==> src/core/pwm_timers_pkg.sv <==
package pwm_timers_pkg;

  // ----------------------------------------------------------------
  // Structure
  // ----------------------------------------------------------------
  localparam int NT      = 5;
  localparam int CNT_W   = 24;
  localparam int PSC_W   = 8;
  localparam int FLAG_W  = 5;
  localparam int CTRL_W  = 27;
  localparam int ADDR_W  = 8;
  localparam int ALIGN_W = 2;
  localparam int ROFS_W  = 5;
  localparam int TSEL_W  = 3;
  localparam logic [CNT_W-1:0] MASK24 = 24'hFFFFFF;
  localparam logic [CNT_W-1:0] MASK16 = 24'h00FFFF;

  // ----------------------------------------------------------------
  // Register map
  // ----------------------------------------------------------------
  localparam logic [ROFS_W-1:0] REG_CTRL  = 5'h00;
  localparam logic [ROFS_W-1:0] REG_STAT  = 5'h04;
  localparam logic [ROFS_W-1:0] REG_CMP0  = 5'h08;
  localparam logic [ROFS_W-1:0] REG_CMP1  = 5'h0C;
  localparam logic [ROFS_W-1:0] REG_COUNT = 5'h10;
  localparam logic [ROFS_W-1:0] REG_CAP0  = 5'h14;
  localparam logic [ROFS_W-1:0] REG_CAP1  = 5'h18;
  localparam logic [ADDR_W-1:0] WDT_CTRL  = 8'hA0;
  localparam logic [ADDR_W-1:0] WDT_KEY   = 8'hA4;

  // ----------------------------------------------------------------
  // Fields
  // ----------------------------------------------------------------
  localparam int B_PSC   = 0;
  localparam int B_EN    = 8;
  localparam int B_RST   = 9;
  localparam int B_SWRST = 11;
  localparam int B_ACT0  = 12;
  localparam int B_ACT1  = 14;
  localparam int B_BUF   = 16;
  localparam int B_GPIO  = 17;
  localparam int B_IE    = 18;
  localparam int B_EDGE0 = 23;
  localparam int B_EDGE1 = 25;
  localparam int FL_OVF  = 0;
  localparam int FL_CMP0 = 1;
  localparam int FL_CMP1 = 2;
  localparam int FL_CAP0 = 3;
  localparam int FL_CAP1 = 4;
  localparam int W_EN      = 0;
  localparam int W_RESTART = 0;

  // ----------------------------------------------------------------
  // Encodings
  // ----------------------------------------------------------------
  localparam logic [1:0] RST_ROLL = 2'h0;
  localparam logic [1:0] RST_CMP  = 2'h1;
  localparam logic [1:0] RST_SW   = 2'h2;
  localparam logic [1:0] ACT_NONE = 2'h0;
  localparam logic [1:0] ACT_SET  = 2'h1;
  localparam logic [1:0] ACT_CLR  = 2'h2;
  localparam logic [1:0] ACT_TGL  = 2'h3;

endpackage

==> src/core/pwm_timers_and_watchdog.sv <==
// Notes on behaviour
// One 24-bit up counter with 8-bit prescaler.
// 24-bit timer compares two values against counter.
// Compare writes buffered, loaded on matching compare.
// Two captures, each rising, falling or both.
// Capture event stores counter in its register.
// 24-bit reset on rollover, compare or software.
// Five interrupt sources on 24-bit timer, each enabled.
// Only second compare drives 24-bit output action.
// First 24-bit compare is interrupt only.
// Pin level readable; general-purpose input mode too.
// Four 16-bit timers, own prescaler, compares, buffer.
// 16-bit reset on rollover, compare or software.
// 16-bit overflow and compare interrupts, separately enabled.
// 16-bit compare match applies set/clear/toggle/none.
// Watchdog counts low-speed oscillator edges only.
// Watchdog expiry asserts processor reset.
// Writing key restart bit restarts watchdog.
// Watchdog enable is set-only until device reset.
// Half-timeout flag sets past half period.
// Prescaler N divides by N+1, count +1.
`timescale 1ns/1ps
module pwm_timers_and_watchdog
  import pwm_timers_pkg::*;
#(
  parameter int WDT_W       = 16,
  parameter int WDT_TIMEOUT = 32768
) (
  input  wire logic              pclk,
  input  wire logic              presetn,
  input  wire logic              clk_en,
  input  wire logic              psel,
  input  wire logic              penable,
  input  wire logic              pwrite,
  input  wire logic [ADDR_W-1:0] paddr,
  input  wire logic [31:0]       pwdata,
  output logic      [31:0]       prdata,
  output logic                   pready,
  output logic                   pslverr,
  input  wire logic              capture_input_0,
  input  wire logic              capture_input_1,
  input  wire logic [NT-1:0]     timer_pin_in,
  output logic      [NT-1:0]     timer_output_pin,
  output logic      [NT-1:0]     timer_pin_oe,
  output logic      [NT-1:0]     timer_irq,
  input  wire logic              wdt_osc_clk,
  output logic                   wdt_cpu_reset
);

  // ----------------------------------------------------------------
  // State
  // ----------------------------------------------------------------
  localparam logic [WDT_W-1:0] WDT_LAST = WDT_W'(WDT_TIMEOUT - 1);
  localparam logic [WDT_W-1:0] WDT_HALF = WDT_W'(WDT_TIMEOUT / 2);

  typedef struct packed {
    logic [NT-1:0][CNT_W-1:0]  cnt;
    logic [NT-1:0][CNT_W-1:0]  cmp0;
    logic [NT-1:0][CNT_W-1:0]  cmp1;
    logic [NT-1:0][CNT_W-1:0]  buf0;
    logic [NT-1:0][CNT_W-1:0]  buf1;
    logic [NT-1:0][PSC_W-1:0]  pre;
    logic [NT-1:0][CTRL_W-1:0] ctrl;
    logic [NT-1:0][FLAG_W-1:0] flag;
    logic [NT-1:0]             pin;
    logic [NT-1:0]             oe;
    logic [NT-1:0]             irq;
    logic [NT-1:0]             pin_s0;
    logic [NT-1:0]             pin_s1;
    logic [1:0][CNT_W-1:0]     cap;
    logic [2:0]                cs0;
    logic [2:0]                cs1;
    logic [2:0]                osc_s;
    logic [WDT_W-1:0]          wcnt;
    logic                      wen;
    logic                      whalf;
    logic                      wrst;
    logic                      pready;
    logic                      pslverr;
    logic [31:0]               prdata;
  } state_s;

  state_s        st;
  state_s        next_st;
  logic [NT-1:0] tick;
  logic [NT-1:0] m0;
  logic [NT-1:0] m1;
  logic [NT-1:0] swr;
  logic          cev0;
  logic          cev1;
  logic          wtick;
  logic          rd_setup;
  logic          wr_fire;
  logic          wd_restart;

  // ----------------------------------------------------------------
  // Helpers
  // ----------------------------------------------------------------
  function automatic logic [CNT_W-1:0] wmask(input int t);
    return (t == 0) ? MASK24 : MASK16;
  endfunction

  function automatic logic act_apply(input logic [1:0] a, input logic p);
    case (a)
      ACT_SET: return 1'b1;
      ACT_CLR: return 1'b0;
      ACT_TGL: return ~p;
      default: return p;
    endcase
  endfunction

  // Capture registers exist only on the wide timer.
  function automatic logic addr_ok(input logic [ADDR_W-1:0] a);
    logic [ROFS_W-1:0] r;
    r = a[ROFS_W-1:0];
    if (a == WDT_CTRL || a == WDT_KEY) begin
      return 1'b1;
    end
    if (a[ALIGN_W-1:0] != '0 || a[ROFS_W+:TSEL_W] >= TSEL_W'(NT)) begin
      return 1'b0;
    end
    if (r == REG_CAP0 || r == REG_CAP1) begin
      return a[ROFS_W+:TSEL_W] == '0;
    end
    return r <= REG_CAP1;
  endfunction

  // ----------------------------------------------------------------
  // Next state
  // ----------------------------------------------------------------
  always_comb begin
    next_st    = st;
    tick       = '0;
    m0         = '0;
    m1         = '0;
    swr        = '0;
    cev0       = (st.ctrl[0][B_EDGE0] & st.cs0[1] & ~st.cs0[2]) |
                 (st.ctrl[0][B_EDGE0+1] & ~st.cs0[1] & st.cs0[2]);
    cev1       = (st.ctrl[0][B_EDGE1] & st.cs1[1] & ~st.cs1[2]) |
                 (st.ctrl[0][B_EDGE1+1] & ~st.cs1[1] & st.cs1[2]);
    wtick      = st.osc_s[1] & ~st.osc_s[2];
    rd_setup   = psel & penable & ~st.pready;
    wr_fire    = psel & penable & st.pready & pwrite & addr_ok(paddr);
    wd_restart = wr_fire & (paddr == WDT_KEY) & pwdata[W_RESTART];
    if (clk_en) begin
      next_st.cs0     = {st.cs0[1:0], capture_input_0};
      next_st.cs1     = {st.cs1[1:0], capture_input_1};
      next_st.osc_s   = {st.osc_s[1:0], wdt_osc_clk};
      next_st.pin_s0  = timer_pin_in;
      next_st.pin_s1  = st.pin_s0;
      next_st.pready  = rd_setup;
      next_st.pslverr = rd_setup & ~addr_ok(paddr);
      if (rd_setup) begin
        next_st.prdata = '0;
      end
      if (rd_setup && paddr == WDT_CTRL) begin
        next_st.prdata = {29'h0, st.wrst, st.whalf, st.wen};
      end
      for (int t = 0; t < NT; t++) begin
        // Software access comes first so that hardware events below win.
        if (paddr[ROFS_W+:TSEL_W] == TSEL_W'(t)) begin
          if (rd_setup && addr_ok(paddr)) begin
            case (paddr[ROFS_W-1:0])
              REG_CTRL: begin
                next_st.prdata = 32'(st.ctrl[t]);
              end
              REG_STAT: begin
                next_st.prdata = {23'h0, st.ctrl[t][B_GPIO] ? st.pin_s1[t] : st.pin[t],
                                  3'h0, st.flag[t]};
              end
              REG_CMP0: begin
                next_st.prdata = {8'h00, st.buf0[t]};
              end
              REG_CMP1: begin
                next_st.prdata = {8'h00, st.buf1[t]};
              end
              REG_COUNT: begin
                next_st.prdata = {8'h00, st.cnt[t]};
              end
              REG_CAP0: begin
                next_st.prdata = {8'h00, st.cap[0]};
              end
              REG_CAP1: begin
                next_st.prdata = {8'h00, st.cap[1]};
              end
              default: begin
                next_st.prdata = '0;
              end
            endcase
          end
          if (wr_fire) begin
            case (paddr[ROFS_W-1:0])
              REG_CTRL: begin
                next_st.ctrl[t]          = pwdata[CTRL_W-1:0];
                next_st.ctrl[t][B_SWRST] = 1'b0;
                swr[t]                   = pwdata[B_SWRST];
              end
              REG_STAT: begin
                next_st.flag[t] = st.flag[t] & ~pwdata[FLAG_W-1:0];
              end
              REG_CMP0: begin
                next_st.buf0[t] = pwdata[CNT_W-1:0] & wmask(t);
                if (!st.ctrl[t][B_BUF]) begin
                  next_st.cmp0[t] = pwdata[CNT_W-1:0] & wmask(t);
                end
              end
              REG_CMP1: begin
                next_st.buf1[t] = pwdata[CNT_W-1:0] & wmask(t);
                if (!st.ctrl[t][B_BUF]) begin
                  next_st.cmp1[t] = pwdata[CNT_W-1:0] & wmask(t);
                end
              end
              default: begin
              end
            endcase
          end
        end
        // Counting.
        tick[t] = st.ctrl[t][B_EN] & (st.pre[t] == st.ctrl[t][B_PSC+:PSC_W]);
        m0[t]   = tick[t] & (st.cnt[t] == st.cmp0[t]);
        m1[t]   = tick[t] & (st.cnt[t] == st.cmp1[t]);
        if (tick[t] || !st.ctrl[t][B_EN]) begin
          next_st.pre[t] = '0;
        end else begin
          next_st.pre[t] = st.pre[t] + 8'h01;
        end
        if (swr[t]) begin
          next_st.cnt[t] = '0;
          next_st.pre[t] = '0;
        end else if (tick[t]) begin
          if (st.ctrl[t][B_RST+:2] == RST_CMP && m1[t]) begin
            next_st.cnt[t] = '0;
          end else if (st.cnt[t] == wmask(t)) begin
            // Software mode parks at full scale until the software reset bit.
            if (st.ctrl[t][B_RST+:2] != RST_SW) begin
              next_st.cnt[t]          = '0;
              next_st.flag[t][FL_OVF] = 1'b1;
            end
          end else begin
            next_st.cnt[t] = st.cnt[t] + 24'h000001;
          end
        end
        if (m0[t]) begin
          next_st.flag[t][FL_CMP0] = 1'b1;
          if (st.ctrl[t][B_BUF]) begin
            next_st.cmp0[t] = next_st.buf0[t];
          end
          if (t != 0) begin
            next_st.pin[t] = act_apply(st.ctrl[t][B_ACT0+:2], next_st.pin[t]);
          end
        end
        if (m1[t]) begin
          next_st.flag[t][FL_CMP1] = 1'b1;
          if (st.ctrl[t][B_BUF]) begin
            next_st.cmp1[t] = next_st.buf1[t];
          end
          next_st.pin[t] = act_apply(st.ctrl[t][B_ACT1+:2], next_st.pin[t]);
        end
        if (t == 0) begin
          if (cev0) begin
            next_st.cap[0]           = st.cnt[0];
            next_st.flag[0][FL_CAP0] = 1'b1;
          end
          if (cev1) begin
            next_st.cap[1]           = st.cnt[0];
            next_st.flag[0][FL_CAP1] = 1'b1;
          end
        end
        next_st.oe[t]  = ~next_st.ctrl[t][B_GPIO];
        next_st.irq[t] = |(next_st.flag[t] & next_st.ctrl[t][B_IE+:FLAG_W]);
      end
      // Watchdog; only presetn can drop the enable or the reset request.
      if (wr_fire && paddr == WDT_CTRL && pwdata[W_EN]) begin
        next_st.wen = 1'b1;
      end
      if (!st.wen || wd_restart) begin
        next_st.wcnt = '0;
      end else if (wtick && !st.wrst) begin
        if (st.wcnt == WDT_LAST) begin
          next_st.wrst = 1'b1;
        end else begin
          next_st.wcnt = st.wcnt + 1'b1;
        end
      end
      next_st.whalf = (st.whalf & ~wd_restart) | (st.wen & (st.wcnt >= WDT_HALF));
    end
  end

  always_ff @(posedge pclk or negedge presetn) begin
    if (!presetn) begin
      st <= '0;
    end else begin
      st <= next_st;
    end
  end

  assign prdata           = st.prdata;
  assign pready           = st.pready;
  assign pslverr          = st.pslverr;
  assign timer_output_pin = st.pin;
  assign timer_pin_oe     = st.oe;
  assign timer_irq        = st.irq;
  assign wdt_cpu_reset    = st.wrst;
endmodule

==> config.mk <==
export PLATFORM = sky130hd
export DESIGN_NAME = pwm_timers_and_watchdog
export DESIGN_NICKNAME = d
export VERILOG_FILES = /design/src/core/pwm_timers_pkg.sv /design/src/core/pwm_timers_and_watchdog.sv
export SDC_FILE = /design/constraint.sdc
export NUM_CORES = 2
export LEC_CHECK = 0
export BUFFER_PORTS_ARGS = -buffer_cell sky130_fd_sc_hd__buf_2
export CORE_MARGIN = 1.5
export CORE_UTILIZATION = 49
export CTS_CLUSTER_DIAMETER = 60
export DETAILED_ROUTE_END_ITERATION = 7
export HOLD_SLACK_MARGIN = 0.08
export PLACE_DENSITY = 0.67
export SLEW_MARGIN = 20
export SYNTH_ARGS = -nofsm -noshare
export SYNTH_HDL_FRONTEND = slang
export SYNTH_SLANG_ARGS = --single-unit
==> constraint.sdc <==
create_clock -name pclk -period 3.01 [get_ports pclk]
set_clock_uncertainty 0.1 [all_clocks]
set_input_delay 0.4515 -clock pclk [delete_from_list [all_inputs] [get_ports pclk]]
set_output_delay 0.4515 -clock pclk [all_outputs]
set_load 0.01 [all_outputs]
# Yosys cells after proc, flatten, opt, wreduce, memory -nomap -nowiden
# Cells that the tools add are included.
# op_classes
n_addsub,11
order_cmp,3
eq_ne,83
mux,369
n_bitwise,71
reduce_logical,61
# ops
op,count
$mux W24,115
$pmux W27 S7,5
$mux W27,20
$mux W32,13
$eq A24 B24 Y1,10
$mux W1,174
$add A24 B1 Y24 const B,5
$eq A24 B16 Y1 const B,4
$mux W5,19
$mux W8,10
$and A5 B5 Y5,10
$mux W16,3
$add A8 B1 Y8 const B,5
$eq A8 B8 Y1,5
$eq A2 B2 Y1 const B,18
$and A1 B1 Y1,34
$eq A2 B1 Y1 const B,14
$pmux W1 S3,9
$reduce_or A5 Y1,5
$eq A24 B24 Y1 const B,1
$reduce_and A4 Y1,6
$not A1 Y1,23
$reduce_and A3 Y1,7
$ne A4 B2 Y1 const B,5
25 further kinds,78
# word_totals
register_bits,935
out_inout_bits,50

# Logic depth before layout (Yosys ltp)
# logic_depth
word_depth,29
depth_mapped,12
depth_no_buf,8

# Least setup slack after synthesis
# OpenSTA, ideal clock, no wires.
# synth_timing
path_type,input to register
start,in paddr[4]
end,reg st[507] in the netlist's numbering
setup_time_ps,125
arrival_ps,2680
required_time_ps,2785
slack_ps,105
cell_stages,9
n_path_buf,3
path_cell_list,clkbuf_1 a311o_1 a311o_1 nand2_1 buf_2 nand2_1 nor2_1 buf_2 mux2_2
# synth_between
elab_chain_len,11
word_cells_on_any_way,20
cone_classes,1 x order compare; 5 x eq/ne; 11 x mux; 1 x bitwise; 2 x reduce/logical
# synth_lines
item,line,source
start: declaration,pwm_timers_and_watchdog.sv:35,"input wire logic [ADDR_W-1:0] paddr,"
$eq A5 B5 Y1,pwm_timers_and_watchdog.sv:122,if (r == REG_CAP0 || r == REG_CAP1) begin
$logic_or A1 B1 Y1,pwm_timers_and_watchdog.sv:122,
$mux W1 (2 in a row),pwm_timers_and_watchdog.sv:122,
$mux W1,pwm_timers_and_watchdog.sv:119,if (a[ALIGN_W-1:0] != '0 || a[ROFS_W+:TSEL_W] >= TSEL_W'(NT)) begin
$mux W1,pwm_timers_and_watchdog.sv:125,return r <= REG_CAP1;
$mux W1,pwm_timers_and_watchdog.sv:122,
$mux W1,pwm_timers_and_watchdog.sv:119,
$and A1 B1 Y1,pwm_timers_and_watchdog.sv:143,wr_fire = psel & penable & st.pready & pwrite & addr_ok(paddr);
$mux W24 (*),pwm_timers_and_watchdog.sv:191,if (wr_fire) begin
$mux W24 (*),pwm_timers_and_watchdog.sv:161,if (paddr[ROFS_W+:TSEL_W] == TSEL_W'(t)) begin
end signal: assignment,pwm_timers_and_watchdog.sv:293,st <= next_st;
end: declaration,pwm_timers_and_watchdog.sv:83,state_s st;
# Every way passes the cells marked *; elsewhere a longest branch is shown, timed or not. The select of a mux whose other input is x is not followed.
# A chain may end at the register's enable or synchronous reset.

# Worst setup path in the final report
# layout_timing
start,reg st[883] in the netlist's numbering
end,reg st[757] in the netlist's numbering
# layout_between
elab_chain_len,3
# layout_lines
item,line,source
$eq A24 B24 Y1,pwm_timers_and_watchdog.sv:220,m0[t] = tick[t] & (st.cnt[t] == st.cmp0[t]);
$and A1 B1 Y1,pwm_timers_and_watchdog.sv:220,
$mux W24,pwm_timers_and_watchdog.sv:243,if (m0[t]) begin
# Every way passes these cells.

==> out/metrics.csv <==
stage,metric,value,unit
global_route,grt.overflow.total,0,
pwr,powerDensity,487,nW/um^2
pwr,pwr-share-clk,0.490,
clocking,clkLatencyLatePin,0.71,ns
global_route,grt_max_degree,92,
global_route,antenna_found_initial,19,
final_layout,instances_no_fill,6657,
final_layout,area_growth,21.6,%
drt,dr.pass1.iters,7,
yosys,synth_edf_count,0,
die,fp.dieH,317,um
pwr,ir_drop,0.472,mV
yosys,synth_compound_area_frac,0.191,
outcome,status,"finished, violations left",
die,rows,115,
drt,ant_nets,0,
yosys,yosysTopAreaCellShare,0.481,
placed_design,dp_slack,-0.630,ns
sta,rsz0062_at_grt,true,
yosys,yosys_warnings,0,
global_route,grt_pass1_wl,295000,um
clocking,root_buffer,clkbuf_16,
yosys,syn_area_per_cell,10.0,sq um
sta,hold_viol,0,
pwr,internal-power,21.5,mW
worst_hold_path,hold_path_class,in2async,
run,drv_cap,0,
global_route,grt_util_all_layers,0.408,
die,core,98100,sq um
placed_design,portBuffers,98,
sta,setup_viol_count_final,23,
sta,fin_ws,-0.0473,ns
die,boundaryPins,104,
pwr,netSwitchingPower,7.11,mW
yosys,yosys_register_bits,930,
clocking,cts_buffers,110,
pwr,combPwrFrac,0.062,
setup_path,cp-end-kind,flop,
sta,period_minus_slack,3.06,ns
placed_design,dp_hpwl,153000,um
setup_path,crit_type,reg2reg,
clocking,cts_buffer_depth,3,
sta,max_freq,327,MHz
setup_path,crit_required,3.49,ns
sta,fin_hold_ws,0.123,ns
yosys,netlist_instances,4830,
drt,first_iter_violations,6197,
sta,tightest_slew,1.29,ns
final_layout,nets,5339,
global_route,first_global_vias,41800,
drt,routedWlPerCell,31.0,um
sta,maxSlewViolCount,0,
clocking,h-tree-depth,3,
final_layout,fill_cells,8281,
sta,setup_tns,-0.526,ns
setup_path,timing.rr.end,st[757],
setup_path,start_kind,flop,
clocking,clkTransAtPathRegs,0.06,ns
die,start_util,0.493,
yosys,synth_xor_area_frac,0.0549,
yosys,ys_types,89,
placed_design,place_congestion,1.09,
sta,relSlewSlack,0.135,
placed_design,placedCellCount,6414,
yosys,synthMuxAreaShare,0.0767,
final_layout,fin_util,0.599,
drt,drcViolationCount,0,
setup_path,crit_fanout,6,
setup_path,r2r_slack,-0.05,ns
final_layout,drive_gt1_frac,0.252,
drt,dr_total_vias,43700,
yosys,synth_fa_ha_area_frac,0.00285,
yosys,synth_area_leader_cell,dfrtp_1,
drt,wirelength,206000,um
yosys,synth.area.top_cells,"dfrtp_1 (48%), mux2_2 (5.7%), xor2_1 (3.8%)",
pwr,seq_power_share,0.448,
drt,viasPerCell,6.56,
pwr,p_leak,27.9,nW
yosys,synth_top_family_by_area,compound AO/OA/AOI/OAI gates,
yosys,syn_nets,4895,
clocking,cts_tree,yes,
die,die_x,317,um
clocking,cts_sinks,930,
yosys,async_reset_ff_frac,1.00,
setup_path,r2r_start,st[883],
yosys,ys_seq_area_frac,0.481,
setup_path,reg2reg_depth,10,
yosys,synthFlopType,dfrtp_1,
yosys,synth-simple-area-share,0.142,
setup_path,worstPathArrival,3.53,ns
die,fp.dieArea,101000,sq um
sta,period_share,1.02,
yosys,synth_area,48400,sq um
outcome,violations,setup timing,
pwr,swShare,0.248,
registers in the layout, indices dropped and copies added, names as in the netlist:
name,flops
pready,1
timer_pin_oe,5
prdata,32
timer_irq,5
st,880
wdt_cpu_reset,1
timer_output_pin,5
pslverr,1
worst max path at each step:
| stage | endpoint | slack, ns | startpoint |
|---|---|---|---|
| detailed placement | prdata[8] | -0.63 | paddr[4] |
| floorplan | st[507] | 0.11 | paddr[4] |
| global route | st[744] | -0.11 | st[883] |
| finish | st[757] | -0.05 | st[883] |
| global placement | prdata[4] | -0.84 | paddr[4] |
| CTS | st[596] | 0.01 | st[300] |
metrics by stage:
| stage | total power, mW | instance area (sq um) |
|---|---|---|
| 3_5_place_dp | 14.7 | 54500 |
| 4_1_cts | 28.6 | 58500 |
| 5_1_grt | 29.2 | 58800 |
| 2_1_floorplan | 13.6 | 48400 |
| 6_report | 28.6 | 58800 |
| 3_3_place_gp | 14.7 | 54500 |
power by group through the flow:
| stage | registers (mW) | logic, mW | clock network [mW] |
|---|---|---|---|
| finish | 12.8 | 1.78 | 14.0 |
| global route | 12.8 | 1.84 | 14.6 |
| CTS | 12.8 | 1.72 | 14.1 |
| detailed placement | 13.0 | 1.69 | 0 |
| global placement | 13.0 | 1.68 | 0 |
| floorplan | 12.9 | 0.650 | 0 |
synth_stat cells, types with 29 or more instances:
| cell | count |
|---|---|
| xnor2_1 | 92 |
| a31oi_1 | 39 |
| nor2_1 | 195 |
| o221a_2 | 58 |
| o31ai_1 | 30 |
| a22o_1 | 172 |
| nor2b_1 | 67 |
| nor4_1 | 88 |
| nand2_1 | 485 |
| buf_2 | 62 |
| and2_1 | 35 |
| a21o_1 | 56 |
| dfrtp_1 | 930 |
| and3_1 | 51 |
| inv_1 | 129 |
| nor3_1 | 69 |
| nand4_1 | 76 |
| clkbuf_1 | 302 |
| o21a_1 | 34 |
| buf_1 | 42 |
| mux2i_1 | 96 |
| nand3_1 | 174 |
| a2bb2oi_1 | 34 |
| o21ai_0 | 334 |
| a22oi_1 | 119 |
| xor2_1 | 211 |
| mux2_2 | 244 |
| o2bb2ai_1 | 44 |
| a21oi_1 | 112 |
| a221o_1 | 29 |
| a222oi_1 | 29 |
| buf_4 | 52 |
| o22ai_1 | 51 |
cell type report:
type                    count  area (sq um)  share of cell area
inverters                 134           505             0.00860
multi-input cells        3307         22800               0.388
clock inverters            45           578             0.00983
diodes                     11          27.5            0.000468
clock buffers             152          3160              0.0538
flip-flops and latches    930         23300               0.396
well taps                1287          1610              0.0274
repair buffers            791          6800               0.116
placed cells by master (no fill, tap or decap), drive strengths merged, types with 34 or more instances in the layout:
cell type and instances:
a22oi 119, mux2i 96, buf 768, nor2 195
o22ai 51, xor2 211, o2bb2ai 44, mux2 244
a31oi 39, xnor2 92, inv 136, o21ai 343
nand3 174, nor4 96, nor3 74, nand2 485
o21a 34, nor2b 67, a2bb2oi 36, dfrtp 930
a21o 56, and2 37, nand4 76, a22o 172
clkbuf 154, o221a 58, a21oi 112, and3 51
worst max-delay path, stage by stage (launching register included):
cell	delay [ns]
dfrtp_1	0.40
xor2_1	0.18
nor4_2	0.33
buf_4	0.16
nand4_1	0.18
or4_4	0.62
buf_8	0.16
mux2i_4	0.16
nand2_4	0.14
clkbuf_16	0.20
a221o_1	0.31
metal layers:
layer	routed length, um	track usage	up-vias
met4	15900	0.252	12
li1	-	-	18500
met3	24700	0.115	691
met5	81	0	-
met1	80000	0.547	21700
met2	85800	0.583	2841
repair_timing:
item,CTS,global route
setup buffers,6,5
setup endpoints to repair,58,214
hold buffers,21,0
pin swaps,3,24
endpoints found under the hold margin,382,0
gates cloned,0,3
gates resized for setup,3,34
cells by family (layout without fill, tap and decap cells):
kind of cell / after synthesis / count (layout)
and+or+nand+nor: 1377 / 1377
AOI/OAI and AO/OA: 1276 / 1276
DFF: 930 / 930
buffers and inverters: 593 / 1122
muxes: 340 / 340
xor gates and xnor gates: 303 / 303
adders and majority gates: 11 / 11
other: 0 / 11
Power figures use the tool's default switching activity.
